<file path="config.mk">
export PLATFORM = sky130hd
export DESIGN_NAME = iosad_io_space
export DESIGN_NICKNAME = d
export VERILOG_FILES = /design/src/hdl/iosad_pkg.sv /design/src/hdl/iosad_io_space.sv /design/src/hdl/iosad_addr_map.sv
export SDC_FILE = /design/constraint.sdc
export NUM_CORES = 1
export LEC_CHECK = 0
export ABC_AREA = 1
export BUFFER_PORTS_ARGS = -buffer_cell sky130_fd_sc_hd__buf_2
export CORE_MARGIN = 8
export CORE_UTILIZATION = 41
export DETAILED_ROUTE_END_ITERATION = 6
export HOLD_SLACK_MARGIN = 0.15
export PLACE_DENSITY_LB_ADDON = 0.12
export REMOVE_ABC_BUFFERS = 1
export SYNTH_ARGS = -nofsm -noshare
export SYNTH_HDL_FRONTEND = slang
export SYNTH_HIERARCHICAL = 1
export SYNTH_SLANG_ARGS = --single-unit
export TNS_END_PERCENT = 100
</file>
<file path="constraint.sdc">
create_clock -name clk_i -period 4.9 [get_ports clk_i]
set_input_delay 0.245 -clock clk_i [delete_from_list [all_inputs] [get_ports clk_i]]
set_output_delay 0.245 -clock clk_i [all_outputs]
set_load 0.01 [all_outputs]
</file>
<file path="src/hdl/iosad_pkg.sv">
package iosad_pkg;

	// io space geometry
	localparam int IO_LOCATIONS = 64;
	localparam logic [5:0] IO_BIT_TOP = 6'h1f;
	localparam logic [15:0] DS_IO_OFFSET = 16'h0020;
	localparam logic [15:0] DS_EXT_BASE = 16'h0060;
	localparam logic [7:0] REG_RESET = 8'h00;

	// register offsets in io space
	localparam logic [5:0] OFS_PORT_A_INPUT = 6'h00;
	localparam logic [5:0] OFS_PORT_A_DIRECTION = 6'h01;
	localparam logic [5:0] OFS_PORT_A_OUTPUT = 6'h02;
	localparam logic [5:0] OFS_PORT_B_INPUT = 6'h03;
	localparam logic [5:0] OFS_PORT_B_DIRECTION = 6'h04;
	localparam logic [5:0] OFS_PORT_B_OUTPUT = 6'h05;
	localparam logic [5:0] OFS_PORT_C_INPUT = 6'h06;
	localparam logic [5:0] OFS_PORT_C_DIRECTION = 6'h07;
	localparam logic [5:0] OFS_PORT_C_OUTPUT = 6'h08;
	localparam logic [5:0] OFS_PORT_D_INPUT = 6'h09;
	localparam logic [5:0] OFS_PORT_D_DIRECTION = 6'h0a;
	localparam logic [5:0] OFS_PORT_D_OUTPUT = 6'h0b;
	localparam logic [5:0] OFS_TIMER0_FLAGS = 6'h15;
	localparam logic [5:0] OFS_TIMER1_FLAGS = 6'h16;
	localparam logic [5:0] OFS_TIMER2_FLAGS = 6'h17;
	localparam logic [5:0] OFS_PIN_CHANGE_FLAGS = 6'h1b;
	localparam logic [5:0] OFS_EXTERNAL_IRQ_FLAGS = 6'h1c;
	localparam logic [5:0] OFS_EXTERNAL_IRQ_MASK = 6'h1d;
	localparam logic [5:0] OFS_GENERAL_PURPOSE_ZERO = 6'h1e;
	localparam logic [5:0] OFS_EEPROM_CONTROL = 6'h1f;
	localparam logic [5:0] OFS_EEPROM_DATA = 6'h20;
	localparam logic [5:0] OFS_EEPROM_ADDRESS_LOW = 6'h21;
	localparam logic [5:0] OFS_EEPROM_ADDRESS_HIGH = 6'h22;
	localparam logic [5:0] OFS_GENERAL_TIMER_CONTROL = 6'h23;
	localparam logic [5:0] OFS_TIMER0_CONTROL_A = 6'h24;
	localparam logic [5:0] OFS_TIMER0_CONTROL_B = 6'h25;
	localparam logic [5:0] OFS_TIMER0_COUNT = 6'h26;
	localparam logic [5:0] OFS_TIMER0_COMPARE_A = 6'h27;
	localparam logic [5:0] OFS_TIMER0_COMPARE_B = 6'h28;
	localparam logic [5:0] OFS_GENERAL_PURPOSE_ONE = 6'h2a;
	localparam logic [5:0] OFS_GENERAL_PURPOSE_TWO = 6'h2b;
	localparam logic [5:0] OFS_SERIAL_PERIPH_CONTROL = 6'h2c;
	localparam logic [5:0] OFS_SERIAL_PERIPH_STATUS = 6'h2d;
	localparam logic [5:0] OFS_SERIAL_PERIPH_DATA = 6'h2e;
	localparam logic [5:0] OFS_COMPARATOR_CONTROL = 6'h30;
	localparam logic [5:0] OFS_DEBUG_DATA = 6'h31;
	localparam logic [5:0] OFS_SLEEP_CONTROL = 6'h33;
	localparam logic [5:0] OFS_RESET_CAUSE = 6'h34;
	localparam logic [5:0] OFS_CORE_CONTROL = 6'h35;
	localparam logic [5:0] OFS_SELF_PROGRAM_CONTROL = 6'h37;
	localparam logic [5:0] OFS_STACK_POINTER_LOW = 6'h3d;
	localparam logic [5:0] OFS_STACK_POINTER_HIGH = 6'h3e;
	localparam logic [5:0] OFS_CORE_STATUS_FLAGS = 6'h3f;

	// implemented bits of the registers with reserved positions
	localparam logic [7:0] MASK_FULL = 8'hff;
	localparam logic [7:0] MASK_TIMER0_FLAGS = 8'h07;
	localparam logic [7:0] MASK_TIMER1_FLAGS = 8'h27;
	localparam logic [7:0] MASK_TIMER2_FLAGS = 8'h07;
	localparam logic [7:0] MASK_PIN_CHANGE_FLAGS = 8'h0f;
	localparam logic [7:0] MASK_EXTERNAL_IRQ = 8'h07;
	localparam logic [7:0] MASK_EEPROM_CONTROL = 8'h3f;
	localparam logic [7:0] MASK_EEPROM_ADDRESS_HIGH = 8'h07;
	localparam logic [7:0] MASK_GENERAL_TIMER_CONTROL = 8'h83;
	localparam logic [7:0] MASK_TIMER0_CONTROL_A = 8'hf3;
	localparam logic [7:0] MASK_TIMER0_CONTROL_B = 8'hcf;
	localparam logic [7:0] MASK_SERIAL_PERIPH_STATUS = 8'hc1;
	localparam logic [7:0] MASK_SLEEP_CONTROL = 8'h0f;
	localparam logic [7:0] MASK_RESET_CAUSE = 8'h1f;
	localparam logic [7:0] MASK_CORE_CONTROL = 8'h93;

	// bit instruction codes
	typedef enum logic [1:0] {
		BIT_OP_SET = 2'h0,
		BIT_OP_CLEAR = 2'h1,
		BIT_OP_SKIP_SET = 2'h2,
		BIT_OP_SKIP_CLEAR = 2'h3
	} iosad_bit_op_type;

endpackage

</file>
<file path="src/hdl/iosad_io_space.sv">
`timescale 1ns/10ps
`default_nettype none
module iosad_io_space (
	input wire logic clk_i,
	input wire logic srst_i,
	input wire logic io_req_i,
	input wire logic io_we_i,
	input wire logic [5:0] io_addr_i,
	input wire logic [7:0] io_wdata_i,
	input wire logic ds_req_i,
	input wire logic ds_we_i,
	input wire logic [15:0] ds_addr_i,
	input wire logic [7:0] ds_wdata_i,
	input wire logic bit_req_i,
	input wire iosad_pkg::iosad_bit_op_type bit_op_i,
	input wire logic [4:0] bit_addr_i,
	input wire logic [2:0] bit_sel_i,
	input wire logic [7:0] pin_a_i,
	input wire logic [7:0] pin_b_i,
	input wire logic [7:0] pin_c_i,
	input wire logic [7:0] pin_d_i,
	input wire logic [7:0] timer0_evt_i,
	input wire logic [7:0] timer1_evt_i,
	input wire logic [7:0] timer2_evt_i,
	input wire logic [7:0] pin_change_evt_i,
	input wire logic [7:0] external_irq_evt_i,
	output logic done_o,
	output logic [7:0] rd_data_o,
	output logic skip_o,
	output logic ext_req_o,
	output logic ext_we_o,
	output logic [15:0] ext_addr_o,
	output logic [7:0] ext_wdata_o,
	output logic [7:0] port_a_out_o,
	output logic [7:0] port_a_dir_o,
	output logic [7:0] port_b_out_o,
	output logic [7:0] port_b_dir_o,
	output logic [7:0] port_c_out_o,
	output logic [7:0] port_c_dir_o,
	output logic [7:0] port_d_out_o,
	output logic [7:0] port_d_dir_o
);
	typedef struct packed {
		logic [63:0][7:0] regs;
		logic done;
		logic [7:0] rd_data;
		logic skip;
		logic ext_req;
		logic ext_we;
		logic [15:0] ext_addr;
		logic [7:0] ext_wdata;
	} iosad_state_type;

	iosad_state_type state;
	iosad_state_type next_state;

	logic hit;
	logic [5:0] idx;
	logic ext;
	logic is_bit;
	logic [7:0] cur;
	logic [7:0] bit_mask;
	logic wr_en;
	logic [7:0] wr_val;
	logic [4:0][7:0] evt_vec;
	logic [4:0][5:0] evt_ofs;

	// implemented bits per location; zero marks a reserved address
	function automatic logic [7:0] impl_mask(input logic [5:0] a);
		logic [7:0] m;
		m = 8'h00;
		if (a <= iosad_pkg::OFS_PORT_D_OUTPUT) begin
			m = iosad_pkg::MASK_FULL;
		end else if (a == iosad_pkg::OFS_TIMER0_FLAGS) begin
			m = iosad_pkg::MASK_TIMER0_FLAGS;
		end else if (a == iosad_pkg::OFS_TIMER1_FLAGS) begin
			m = iosad_pkg::MASK_TIMER1_FLAGS;
		end else if (a == iosad_pkg::OFS_TIMER2_FLAGS) begin
			m = iosad_pkg::MASK_TIMER2_FLAGS;
		end else if (a == iosad_pkg::OFS_PIN_CHANGE_FLAGS) begin
			m = iosad_pkg::MASK_PIN_CHANGE_FLAGS;
		end else if (a == iosad_pkg::OFS_EXTERNAL_IRQ_FLAGS) begin
			m = iosad_pkg::MASK_EXTERNAL_IRQ;
		end else if (a == iosad_pkg::OFS_EXTERNAL_IRQ_MASK) begin
			m = iosad_pkg::MASK_EXTERNAL_IRQ;
		end else if (a == iosad_pkg::OFS_GENERAL_PURPOSE_ZERO) begin
			m = iosad_pkg::MASK_FULL;
		end else if (a == iosad_pkg::OFS_EEPROM_CONTROL) begin
			m = iosad_pkg::MASK_EEPROM_CONTROL;
		end else if (a == iosad_pkg::OFS_EEPROM_DATA) begin
			m = iosad_pkg::MASK_FULL;
		end else if (a == iosad_pkg::OFS_EEPROM_ADDRESS_LOW) begin
			m = iosad_pkg::MASK_FULL;
		end else if (a == iosad_pkg::OFS_EEPROM_ADDRESS_HIGH) begin
			m = iosad_pkg::MASK_EEPROM_ADDRESS_HIGH;
		end else if (a == iosad_pkg::OFS_GENERAL_TIMER_CONTROL) begin
			m = iosad_pkg::MASK_GENERAL_TIMER_CONTROL;
		end else if (a == iosad_pkg::OFS_TIMER0_CONTROL_A) begin
			m = iosad_pkg::MASK_TIMER0_CONTROL_A;
		end else if (a == iosad_pkg::OFS_TIMER0_CONTROL_B) begin
			m = iosad_pkg::MASK_TIMER0_CONTROL_B;
		end else if (a == iosad_pkg::OFS_TIMER0_COUNT) begin
			m = iosad_pkg::MASK_FULL;
		end else if (a == iosad_pkg::OFS_TIMER0_COMPARE_A) begin
			m = iosad_pkg::MASK_FULL;
		end else if (a == iosad_pkg::OFS_TIMER0_COMPARE_B) begin
			m = iosad_pkg::MASK_FULL;
		end else if (a == iosad_pkg::OFS_GENERAL_PURPOSE_ONE) begin
			m = iosad_pkg::MASK_FULL;
		end else if (a == iosad_pkg::OFS_GENERAL_PURPOSE_TWO) begin
			m = iosad_pkg::MASK_FULL;
		end else if (a == iosad_pkg::OFS_SERIAL_PERIPH_CONTROL) begin
			m = iosad_pkg::MASK_FULL;
		end else if (a == iosad_pkg::OFS_SERIAL_PERIPH_STATUS) begin
			m = iosad_pkg::MASK_SERIAL_PERIPH_STATUS;
		end else if (a == iosad_pkg::OFS_SERIAL_PERIPH_DATA) begin
			m = iosad_pkg::MASK_FULL;
		end else if (a == iosad_pkg::OFS_COMPARATOR_CONTROL) begin
			m = iosad_pkg::MASK_FULL;
		end else if (a == iosad_pkg::OFS_DEBUG_DATA) begin
			m = iosad_pkg::MASK_FULL;
		end else if (a == iosad_pkg::OFS_SLEEP_CONTROL) begin
			m = iosad_pkg::MASK_SLEEP_CONTROL;
		end else if (a == iosad_pkg::OFS_RESET_CAUSE) begin
			m = iosad_pkg::MASK_RESET_CAUSE;
		end else if (a == iosad_pkg::OFS_CORE_CONTROL) begin
			m = iosad_pkg::MASK_CORE_CONTROL;
		end else if (a == iosad_pkg::OFS_SELF_PROGRAM_CONTROL) begin
			m = iosad_pkg::MASK_FULL;
		end else if (a >= iosad_pkg::OFS_STACK_POINTER_LOW) begin
			m = iosad_pkg::MASK_FULL;
		end
		return m;
	endfunction

	// input registers mirror the pins and are never stored
	function automatic logic is_pin_reg(input logic [5:0] a);
		return a == iosad_pkg::OFS_PORT_A_INPUT || a == iosad_pkg::OFS_PORT_B_INPUT
			|| a == iosad_pkg::OFS_PORT_C_INPUT || a == iosad_pkg::OFS_PORT_D_INPUT;
	endfunction

	function automatic logic is_w1c_reg(input logic [5:0] a);
		return a == iosad_pkg::OFS_TIMER0_FLAGS || a == iosad_pkg::OFS_TIMER1_FLAGS
			|| a == iosad_pkg::OFS_TIMER2_FLAGS || a == iosad_pkg::OFS_PIN_CHANGE_FLAGS
			|| a == iosad_pkg::OFS_EXTERNAL_IRQ_FLAGS;
	endfunction

	iosad_addr_map u_map (
		.io_req_i(io_req_i),
		.io_addr_i(io_addr_i),
		.ds_req_i(ds_req_i),
		.ds_addr_i(ds_addr_i),
		.bit_req_i(bit_req_i),
		.bit_addr_i(bit_addr_i),
		.hit_o(hit),
		.idx_o(idx),
		.ext_o(ext),
		.bit_o(is_bit)
	);

	assign evt_vec[0] = timer0_evt_i;
	assign evt_vec[1] = timer1_evt_i;
	assign evt_vec[2] = timer2_evt_i;
	assign evt_vec[3] = pin_change_evt_i;
	assign evt_vec[4] = external_irq_evt_i;
	assign evt_ofs[0] = iosad_pkg::OFS_TIMER0_FLAGS;
	assign evt_ofs[1] = iosad_pkg::OFS_TIMER1_FLAGS;
	assign evt_ofs[2] = iosad_pkg::OFS_TIMER2_FLAGS;
	assign evt_ofs[3] = iosad_pkg::OFS_PIN_CHANGE_FLAGS;
	assign evt_ofs[4] = iosad_pkg::OFS_EXTERNAL_IRQ_FLAGS;

	// current value of the addressed location, reserved bits forced low
	always_comb begin
		if (idx == iosad_pkg::OFS_PORT_A_INPUT) begin
			cur = pin_a_i;
		end else if (idx == iosad_pkg::OFS_PORT_B_INPUT) begin
			cur = pin_b_i;
		end else if (idx == iosad_pkg::OFS_PORT_C_INPUT) begin
			cur = pin_c_i;
		end else if (idx == iosad_pkg::OFS_PORT_D_INPUT) begin
			cur = pin_d_i;
		end else begin
			cur = state.regs[idx] & impl_mask(idx);
		end
	end

	assign bit_mask = 8'h01 << bit_sel_i;

	// write value; a bit instruction rebuilds the whole byte from its read
	always_comb begin
		wr_en = 1'b0;
		wr_val = 8'h00;
		if (hit && !is_bit) begin
			wr_en = io_req_i ? io_we_i : ds_we_i;
			wr_val = io_req_i ? io_wdata_i : ds_wdata_i;
		end else if (is_bit) begin
			if (bit_op_i == iosad_pkg::BIT_OP_SET) begin
				wr_en = 1'b1;
				wr_val = cur | bit_mask;
			end else if (bit_op_i == iosad_pkg::BIT_OP_CLEAR) begin
				wr_en = 1'b1;
				wr_val = cur & ~bit_mask;
			end
		end
	end

	always_comb begin
		next_state = state;
		next_state.done = 1'b0;
		next_state.skip = 1'b0;
		next_state.ext_req = 1'b0;
		next_state.ext_we = 1'b0;
		if (hit) begin
			next_state.done = 1'b1;
			next_state.rd_data = cur;
		end
		if (is_bit) begin
			if (bit_op_i == iosad_pkg::BIT_OP_SKIP_SET) begin
				next_state.skip = (cur & bit_mask) != 8'h00;
			end else if (bit_op_i == iosad_pkg::BIT_OP_SKIP_CLEAR) begin
				next_state.skip = (cur & bit_mask) == 8'h00;
			end
		end
		if (ext) begin
			// forwarded unchanged; the extended space owner answers for itself
			next_state.ext_req = 1'b1;
			next_state.ext_we = ds_we_i;
			next_state.ext_addr = ds_addr_i;
			next_state.ext_wdata = ds_wdata_i;
		end
		if (wr_en && !is_pin_reg(idx)) begin
			if (is_w1c_reg(idx)) begin
				// ones clear, zeros keep
				next_state.regs[idx] = state.regs[idx] & ~(wr_val & impl_mask(idx));
			end else begin
				next_state.regs[idx] = wr_val & impl_mask(idx);
			end
		end
		// hardware sets land after the clear so a same-cycle event survives
		for (int k = 0; k < 5; k++) begin
			next_state.regs[evt_ofs[k]] = next_state.regs[evt_ofs[k]]
				| (evt_vec[k] & impl_mask(evt_ofs[k]));
		end
		if (srst_i) begin
			next_state = '0;
			for (int k = 0; k < iosad_pkg::IO_LOCATIONS; k++) begin
				next_state.regs[k] = iosad_pkg::REG_RESET;
			end
		end
	end

	always_ff @(posedge clk_i) begin
		state <= next_state;
	end

	assign done_o = state.done;
	assign rd_data_o = state.rd_data;
	assign skip_o = state.skip;
	assign ext_req_o = state.ext_req;
	assign ext_we_o = state.ext_we;
	assign ext_addr_o = state.ext_addr;
	assign ext_wdata_o = state.ext_wdata;
	assign port_a_out_o = state.regs[iosad_pkg::OFS_PORT_A_OUTPUT];
	assign port_a_dir_o = state.regs[iosad_pkg::OFS_PORT_A_DIRECTION];
	assign port_b_out_o = state.regs[iosad_pkg::OFS_PORT_B_OUTPUT];
	assign port_b_dir_o = state.regs[iosad_pkg::OFS_PORT_B_DIRECTION];
	assign port_c_out_o = state.regs[iosad_pkg::OFS_PORT_C_OUTPUT];
	assign port_c_dir_o = state.regs[iosad_pkg::OFS_PORT_C_DIRECTION];
	assign port_d_out_o = state.regs[iosad_pkg::OFS_PORT_D_OUTPUT];
	assign port_d_dir_o = state.regs[iosad_pkg::OFS_PORT_D_DIRECTION];

endmodule // iosad_io_space
`default_nettype wire

</file>
<file path="src/hdl/iosad_addr_map.sv">
`timescale 1ns/10ps
`default_nettype none
module iosad_addr_map (
	input wire logic io_req_i,
	input wire logic [5:0] io_addr_i,
	input wire logic ds_req_i,
	input wire logic [15:0] ds_addr_i,
	input wire logic bit_req_i,
	input wire logic [4:0] bit_addr_i,
	output logic hit_o,
	output logic [5:0] idx_o,
	output logic ext_o,
	output logic bit_o
);
	logic [15:0] ds_rel;

	assign ds_rel = ds_addr_i - iosad_pkg::DS_IO_OFFSET;

	// fixed priority: io instruction, then load/store, then bit instruction
	always_comb begin
		hit_o = 1'b0;
		idx_o = 6'h00;
		ext_o = 1'b0;
		bit_o = 1'b0;
		if (io_req_i) begin
			hit_o = 1'b1;
			idx_o = io_addr_i;
		end else if (ds_req_i) begin
			if (ds_addr_i >= iosad_pkg::DS_IO_OFFSET && ds_addr_i < iosad_pkg::DS_EXT_BASE) begin
				hit_o = 1'b1;
				idx_o = ds_rel[5:0];
			end else if (ds_addr_i >= iosad_pkg::DS_EXT_BASE) begin
				ext_o = 1'b1;
			end
		end else if (bit_req_i) begin
			hit_o = 1'b1;
			bit_o = 1'b1;
			// a 5-bit operand cannot leave the low 32 locations
			idx_o = {1'b0, bit_addr_i};
		end
	end
endmodule // iosad_addr_map
`default_nettype wire

</file>
### Yosys cells after proc, flatten, opt, wreduce, memory -nomap -nowiden

Index checks and enable logic that the tools add are counted.

| word-level totals | value |
|---|---|
| register bits after elaboration | 548 |
| bits of input ports | 127 |
| output and inout port bits | 100 |
| word-level logic and storage cells | 227 |

| operators by class | value |
|---|---|
| add/sub/neg operators | 1 |
| $lt $le $gt $ge | 7 |
| eq/ne operators | 34 |
| shift operators | 1 |
| muxes and demuxes | 78 |
| bitwise logic cells | 16 |
| reduce and logical (&&, ||, !) cells | 19 |

Operators by type and width:

| cell | number |
|---|---|
| $bwmux 512 | 2 |
| $mux 512 | 1 |
| $mux 8 | 49 |
| $mux 232 | 1 |
| $eq 6x6->1 const B | 20 |
| $and 8x8->8 | 6 |
| $bmux 8 s6 | 1 |
| $demux 8 s6 | 1 |
| $eq 6x5->1 const B | 8 |
| $mux 26 | 1 |
| $or 8x3->8 | 3 |
| $mux 6 | 3 |
| $mux 1 | 17 |
| $ge 16x6->1 const B | 1 |
| $ge 16x7->1 const B | 1 |
| $lt 16x7->1 const B | 1 |
| $not 8->8 | 2 |
| $mux 9 | 1 |
| $logic_not 8->1 | 1 |
| $or 8x4->8 | 1 |
| $or 8x6->8 | 1 |
| $or 8x8->8 | 1 |
| $reduce_bool 8->1 | 1 |
| $shl 1x3->8 const A | 1 |
| 18 further kinds | 31 |

### Logic depth before layout (Yosys ltp)

| logic depth | value |
|---|---|
| depth after elaboration | 57 |
| depth in mapped cells | 34 |
| gate-level depth less buffers | 30 |

### By module

The synthesis kept the hierarchy.

Modules (own cells, without submodules):

| module | times used | cells an instance | area an instance (um^2) | sequential area each (um^2) |
|---|---|---|---|---|
| iosad_io_space | 1 | 3638 | 25045.3 | 10970.5 |
| iosad_addr_map | 1 | 57 | 244.0 | 0.0 |

### Worst setup path before layout

No wires, ideal clock.

| timing | value |
|---|---|
| path kind | input port to flip-flop |
| start | input ds_addr_i[15] |
| end | register state[277] (netlist bit) |
| library setup time | 0.070 ns |
| arrival time | 3.213 ns |
| setup slack | 1.616 ns |
| stages | 20 |
| buffers on the path | 5 |
| path through | nor2_1 -> nand2_1 -> nor2_1 -> nand2_2 -> o21ai_0 -> nor2_2 -> inv_2 -> nor2_1 -> inv_1 -> buf_4 -> nor2_2 -> buf_2 -> nor2_1 -> nand2_1 -> inv_2 -> buf_4 -> buf_2 -> buf_1 -> nand3_1 -> a21oi_1 |

| between the ends | value |
|---|---|
| cells in the longest elaborated chain, start to end | 55 |
| elaborated cells between the ends (all ways) | 117 |

RTL lines:

| item | line | source |
|---|---|---|
| start: declaration | iosad_io_space.sv:12 | `input wire logic [15:0] ds_addr_i,` |
| $ge 16x6->1 or $lt 16x7->1 (tied branches) | iosad_addr_map.sv:29 | `if (ds_addr_i >= iosad_pkg::DS_IO_OFFSET && ds_addr_i < iosad_pkg::DS_EXT_BASE) begin` |
| $logic_and 1x1->1 * | iosad_addr_map.sv:29 |  |
| $mux 6 * | iosad_addr_map.sv:29 |  |
| $mux 6 * | iosad_addr_map.sv:28 | `end else if (ds_req_i) begin` |
| $mux 6 * | iosad_addr_map.sv:25 | `if (io_req_i) begin` |
| via idx[4] | iosad_io_space.sv:58 | `logic [5:0] idx;` |
| $ge 6x6->1 | iosad_io_space.sv:130 | `end else if (a >= iosad_pkg::OFS_STACK_POINTER_LOW) begin` |
| $mux 8 | iosad_io_space.sv:130 |  |
| [40 not listed] | n/a |  |
| $mux 8 | iosad_io_space.sv:197 | `if (bit_op_i == iosad_pkg::BIT_OP_SET) begin` |
| $mux 8 | iosad_io_space.sv:196 | `end else if (is_bit) begin` |
| $mux 8 | iosad_io_space.sv:193 | `if (hit && !is_bit) begin` |
| $and 8x8->8 | iosad_io_space.sv:234 | `next_state.regs[idx] = state.regs[idx] & ~(wr_val & impl_mask(idx));` |
| $not 8->8 | iosad_io_space.sv:234 |  |
| $and 8x8->8 | iosad_io_space.sv:234 |  |
| $bwmux 512 | iosad_io_space.sv:234 |  |
| $mux 512 | iosad_io_space.sv:232 | `if (is_w1c_reg(idx)) begin` |
| end signal: assignment | iosad_io_space.sv:253 | `state <= next_state;` |
| end: declaration | iosad_io_space.sv:54 | `iosad_state_type state;` |

The timed path passes the listed nets; every way through them passes the cells marked *. The select of a mux whose other input is x is not followed.
A chain may end at the register's enable or synchronous reset.

### Final worst setup path

| timing | value |
|---|---|
| start | input ds_addr_i[15] |
| end | register state (netlist bit skip_o) |

| between the ends | value |
|---|---|
| cells in the longest elaborated chain, start to end | 49 |
| elaborated cells between the ends (all ways) | 86 |

RTL lines:

| item | line | source |
|---|---|---|
| $ge 16x6->1 or $lt 16x7->1 (tied branches) | iosad_addr_map.sv:29 |  |
| $logic_and 1x1->1 * | iosad_addr_map.sv:29 |  |
| $mux 6 * | iosad_addr_map.sv:29 |  |
| $mux 6 * | iosad_addr_map.sv:28 |  |
| $mux 6 * | iosad_addr_map.sv:25 |  |
| via idx[1] | iosad_io_space.sv:58 |  |
| $ge 6x6->1 | iosad_io_space.sv:130 |  |
| $mux 8 | iosad_io_space.sv:130 |  |
| [34 not listed] | n/a |  |
| $mux 8 | iosad_io_space.sv:180 | `end else if (idx == iosad_pkg::OFS_PORT_D_INPUT) begin` |
| $mux 8 | iosad_io_space.sv:178 | `end else if (idx == iosad_pkg::OFS_PORT_C_INPUT) begin` |
| $mux 8 | iosad_io_space.sv:176 | `end else if (idx == iosad_pkg::OFS_PORT_B_INPUT) begin` |
| $mux 8 * | iosad_io_space.sv:174 | `if (idx == iosad_pkg::OFS_PORT_A_INPUT) begin` |
| $and 8x8->8 * | iosad_io_space.sv:219, iosad_io_space.sv:221 |  |
| $logic_not 8->1 | iosad_io_space.sv:221 | `next_state.skip = (cur & bit_mask) == 8'h00;` |
| $mux 1 | iosad_io_space.sv:220 | `end else if (bit_op_i == iosad_pkg::BIT_OP_SKIP_CLEAR) begin` |
| $mux 1 * | iosad_io_space.sv:218 | `if (bit_op_i == iosad_pkg::BIT_OP_SKIP_SET) begin` |

Marks and branches as above.

==> flow_metrics.env <==
export IMPL_design_area_um2=29590
export IMPL_ys_flop_type="dfxtp_1"
export IMPL_placed_area_um2=26840
export IMPL_synthArstFlopShare_pct=0
export IMPL_numClockSinks=548
export IMPL_syn_inst=3695
export IMPL_run_status="finished, final reports clean"
export IMPL_core_um2=61370
export IMPL_synth_top_area_cell="dfxtp_1"
export IMPL_grt_max_degree=191
export IMPL_synth_avg_cell_area_um2=6.844
export IMPL_p_per_area_nw_per_um2=364.1
export IMPL_synth_distinct_cells=36
export IMPL_row_count=91
export IMPL_skew_ns=0.04264
export IMPL_clkSlewWorstSetupHoldPaths_ns=0.06
export IMPL_grt_pass1_vias=23050
export IMPL_netlist_top_cells_area="dfxtp_1, nand2_1, nor2_1"
export IMPL_maxCapViolations=0
export IMPL_hp_start="bit_sel_i[0]"
export IMPL_fmax_mhz=215.5
export IMPL_clock_latency_ns=0.64
export IMPL_finalCriticalPeriod_ns=4.641
export IMPL_final_util_pct=48.22
export IMPL_final_hold_violation_count=0
export IMPL_grt_overflow=0
export IMPL_finalSetupViolations=0
export IMPL_worstMarginPinSlew_ns=1.103
export IMPL_critPathMaxFanout=38
export IMPL_htree_num_levels=2
export IMPL_worstPathArrival_ns=5.20
export IMPL_vias=24540
export IMPL_drc=0
export IMPL_antenna_found_initial=3
export IMPL_vias_per_cell=5.231
export IMPL_hold_path_class="in -> reg"
export IMPL_cts_buffer_depth=3
export IMPL_grt_pass1_wl_um=140100
export IMPL_maxSlewViolCount=0
export IMPL_synth_top_area_share_pct=43.38
export IMPL_start_util_pct=41.21
export IMPL_portBuffers=203
export IMPL_fin_crit_sh_pct=94.71
export IMPL_die_w_um=264.4
export IMPL_synth_edf_count=0
export IMPL_wl_per_cell_um=19.70
export IMPL_firstDrtPassIters=5
export IMPL_initialDrtViolationCount=2351
export IMPL_die_area_um2=69880
export IMPL_ant_nets=0
export IMPL_area_growth_pct=17.02
export IMPL_cp_startpoint="ds_addr_i[15]"
export IMPL_rsz0062_at_grt="no"
export IMPL_dp_hpwl_um=63010
export IMPL_yosysWarnings=6
export IMPL_drive_gt1_share_pct=12.44
export IMPL_routed_wl_um=92410
export IMPL_yosysSeqAreaShare_pct=43.38
export IMPL_globalplace_congestion=0.9701
export IMPL_io_pins=227
export IMPL_cellLeakagePower_nw=12.87
export IMPL_synthMostInstantiatedCell="nand2_1"
export IMPL_cp_data_required_time_ns=5.46
export IMPL_cp_start_kind="primary input"
export IMPL_yosys_top_cells_count="nand2_1, nor2_1, dfxtp_1, inv_1, a21oi_1"
export IMPL_fin_hold_ws_ns=0.2606
export IMPL_num_nets_final=3981
export IMPL_r2r_start="port_d_dir_o[5]"
export IMPL_crit_type="in -> reg"
export IMPL_top_register="state"
export IMPL_fin_setup_tns_ns=0
export IMPL_relSlewSlack_pct=26.44
export IMPL_cts_buffers=60
export IMPL_dieHeight_um=264.4
export IMPL_grtUsageTotal_pct=25.35
export IMPL_max_vdd_ir_drop_mv=0.2986
export IMPL_cts_tree="yes"
export IMPL_synth_area_um2=25290
export IMPL_cp_end_kind="flip-flop"
export IMPL_ys_seq_elements=548
export IMPL_largest_reg_flops=448
export IMPL_root_buffer="clkbuf_16"
## metal layers
metal / global-route usage (%) / up-vias / part of all wire (%)
met4: 9.722 / 0 / 3.9
li1: - / 12100 / -
met2: 41.00 / 784 / 46
met5: 0 / - / 0
met1: 33.89 / 11450 / 44
met3: 3.929 / 201 / 6.5
## power breakdown
group	internal, mW	leakage [nW]	total, mW	switching, mW
logic	0.471	7.42	1.54	1.07
registers	4.50	4.42	4.52	0.0245
clock network	2.83	1.03	4.71	1.88
total	7.80	12.9	10.8	2.97
## cell families after synthesis
family,Yosys count,share of synthesized area [%]
compound gates,540,11.44
simple gates,1967,33.35
buf+inv,640,11.83
flops,548,43.38
## cell type report
type	instances	area, um^2
sequential	548	10970
tap	790	988.4
clock inverter	14	187.7
clock buffer	92	1884
fill	6328	31780
timing repair buffer	388	2875
antenna	3	7.507
multi-input combinational	2507	11360
inverter	349	1318
## worst paths after layout
kind,end,slack [ns],depth (start not counted)
hold reg to reg,state[112],0.42,2
hold / removal,state[428],0.26,8
setup reg to reg,skip_o,1.64,21
setup / recovery,skip_o,0.26,28
## worst max-delay path: stages
cell and delay, ns:
dlygate4sd3_1 0.54, buf_2 0.14, nor2_1 0.11, nand2_1 0.08, nor2_1 0.13, nand2_2 0.15, o21ai_4 0.18, inv_2 0.25
nand2_4 0.33, buf_12 0.26, o22ai_1 0.10, o21ai_0 0.29, nand4_1 0.28, nand2_1 0.19, nand2_1 0.07, nor2_1 0.20
nand3_1 0.18, nand2_1 0.10, nand2_1 0.05, nand2_1 0.05, nand2_1 0.07, buf_4 0.14, o21ai_0 0.13, nor2_1 0.09
nand3_1 0.07, nand2_1 0.04, dlygate4sd3_1 0.55, nor2_1 0.11
## what timing repair did
item                       CTS  global route
hold endpoints to repair    76             0
resized for setup            0             1
setup endpoints to repair    0             1
hold buffers                64             0
setup buffers                0             3
## cells in the final DEF (no fill, tap or decap), drive strengths merged, types with 8 or more instances in the layout
master / count
o21a: 8
dlygate4sd3: 64
nand4: 51
nand3: 217
o22ai: 107
clkinv: 11
nor2: 663
nor3: 103
or2: 8
nor3b: 104
clkbuf: 92
inv: 347
o21ai: 164
buf: 324
dfxtp: 548
a21oi: 252
nand2: 817
## through the flow
step                power, mW  std cells  worst slack (ns)
floorplan               5.318       3404            -5.148
global placement        6.074       4515            0.4078
detailed placement      6.073       4515            0.4199
CTS                     10.83       4685            0.2634
global route            11.13       4691           0.03929
finish                  10.78       4691            0.2591
No activity file was read; power rests on OpenSTA's default activity.
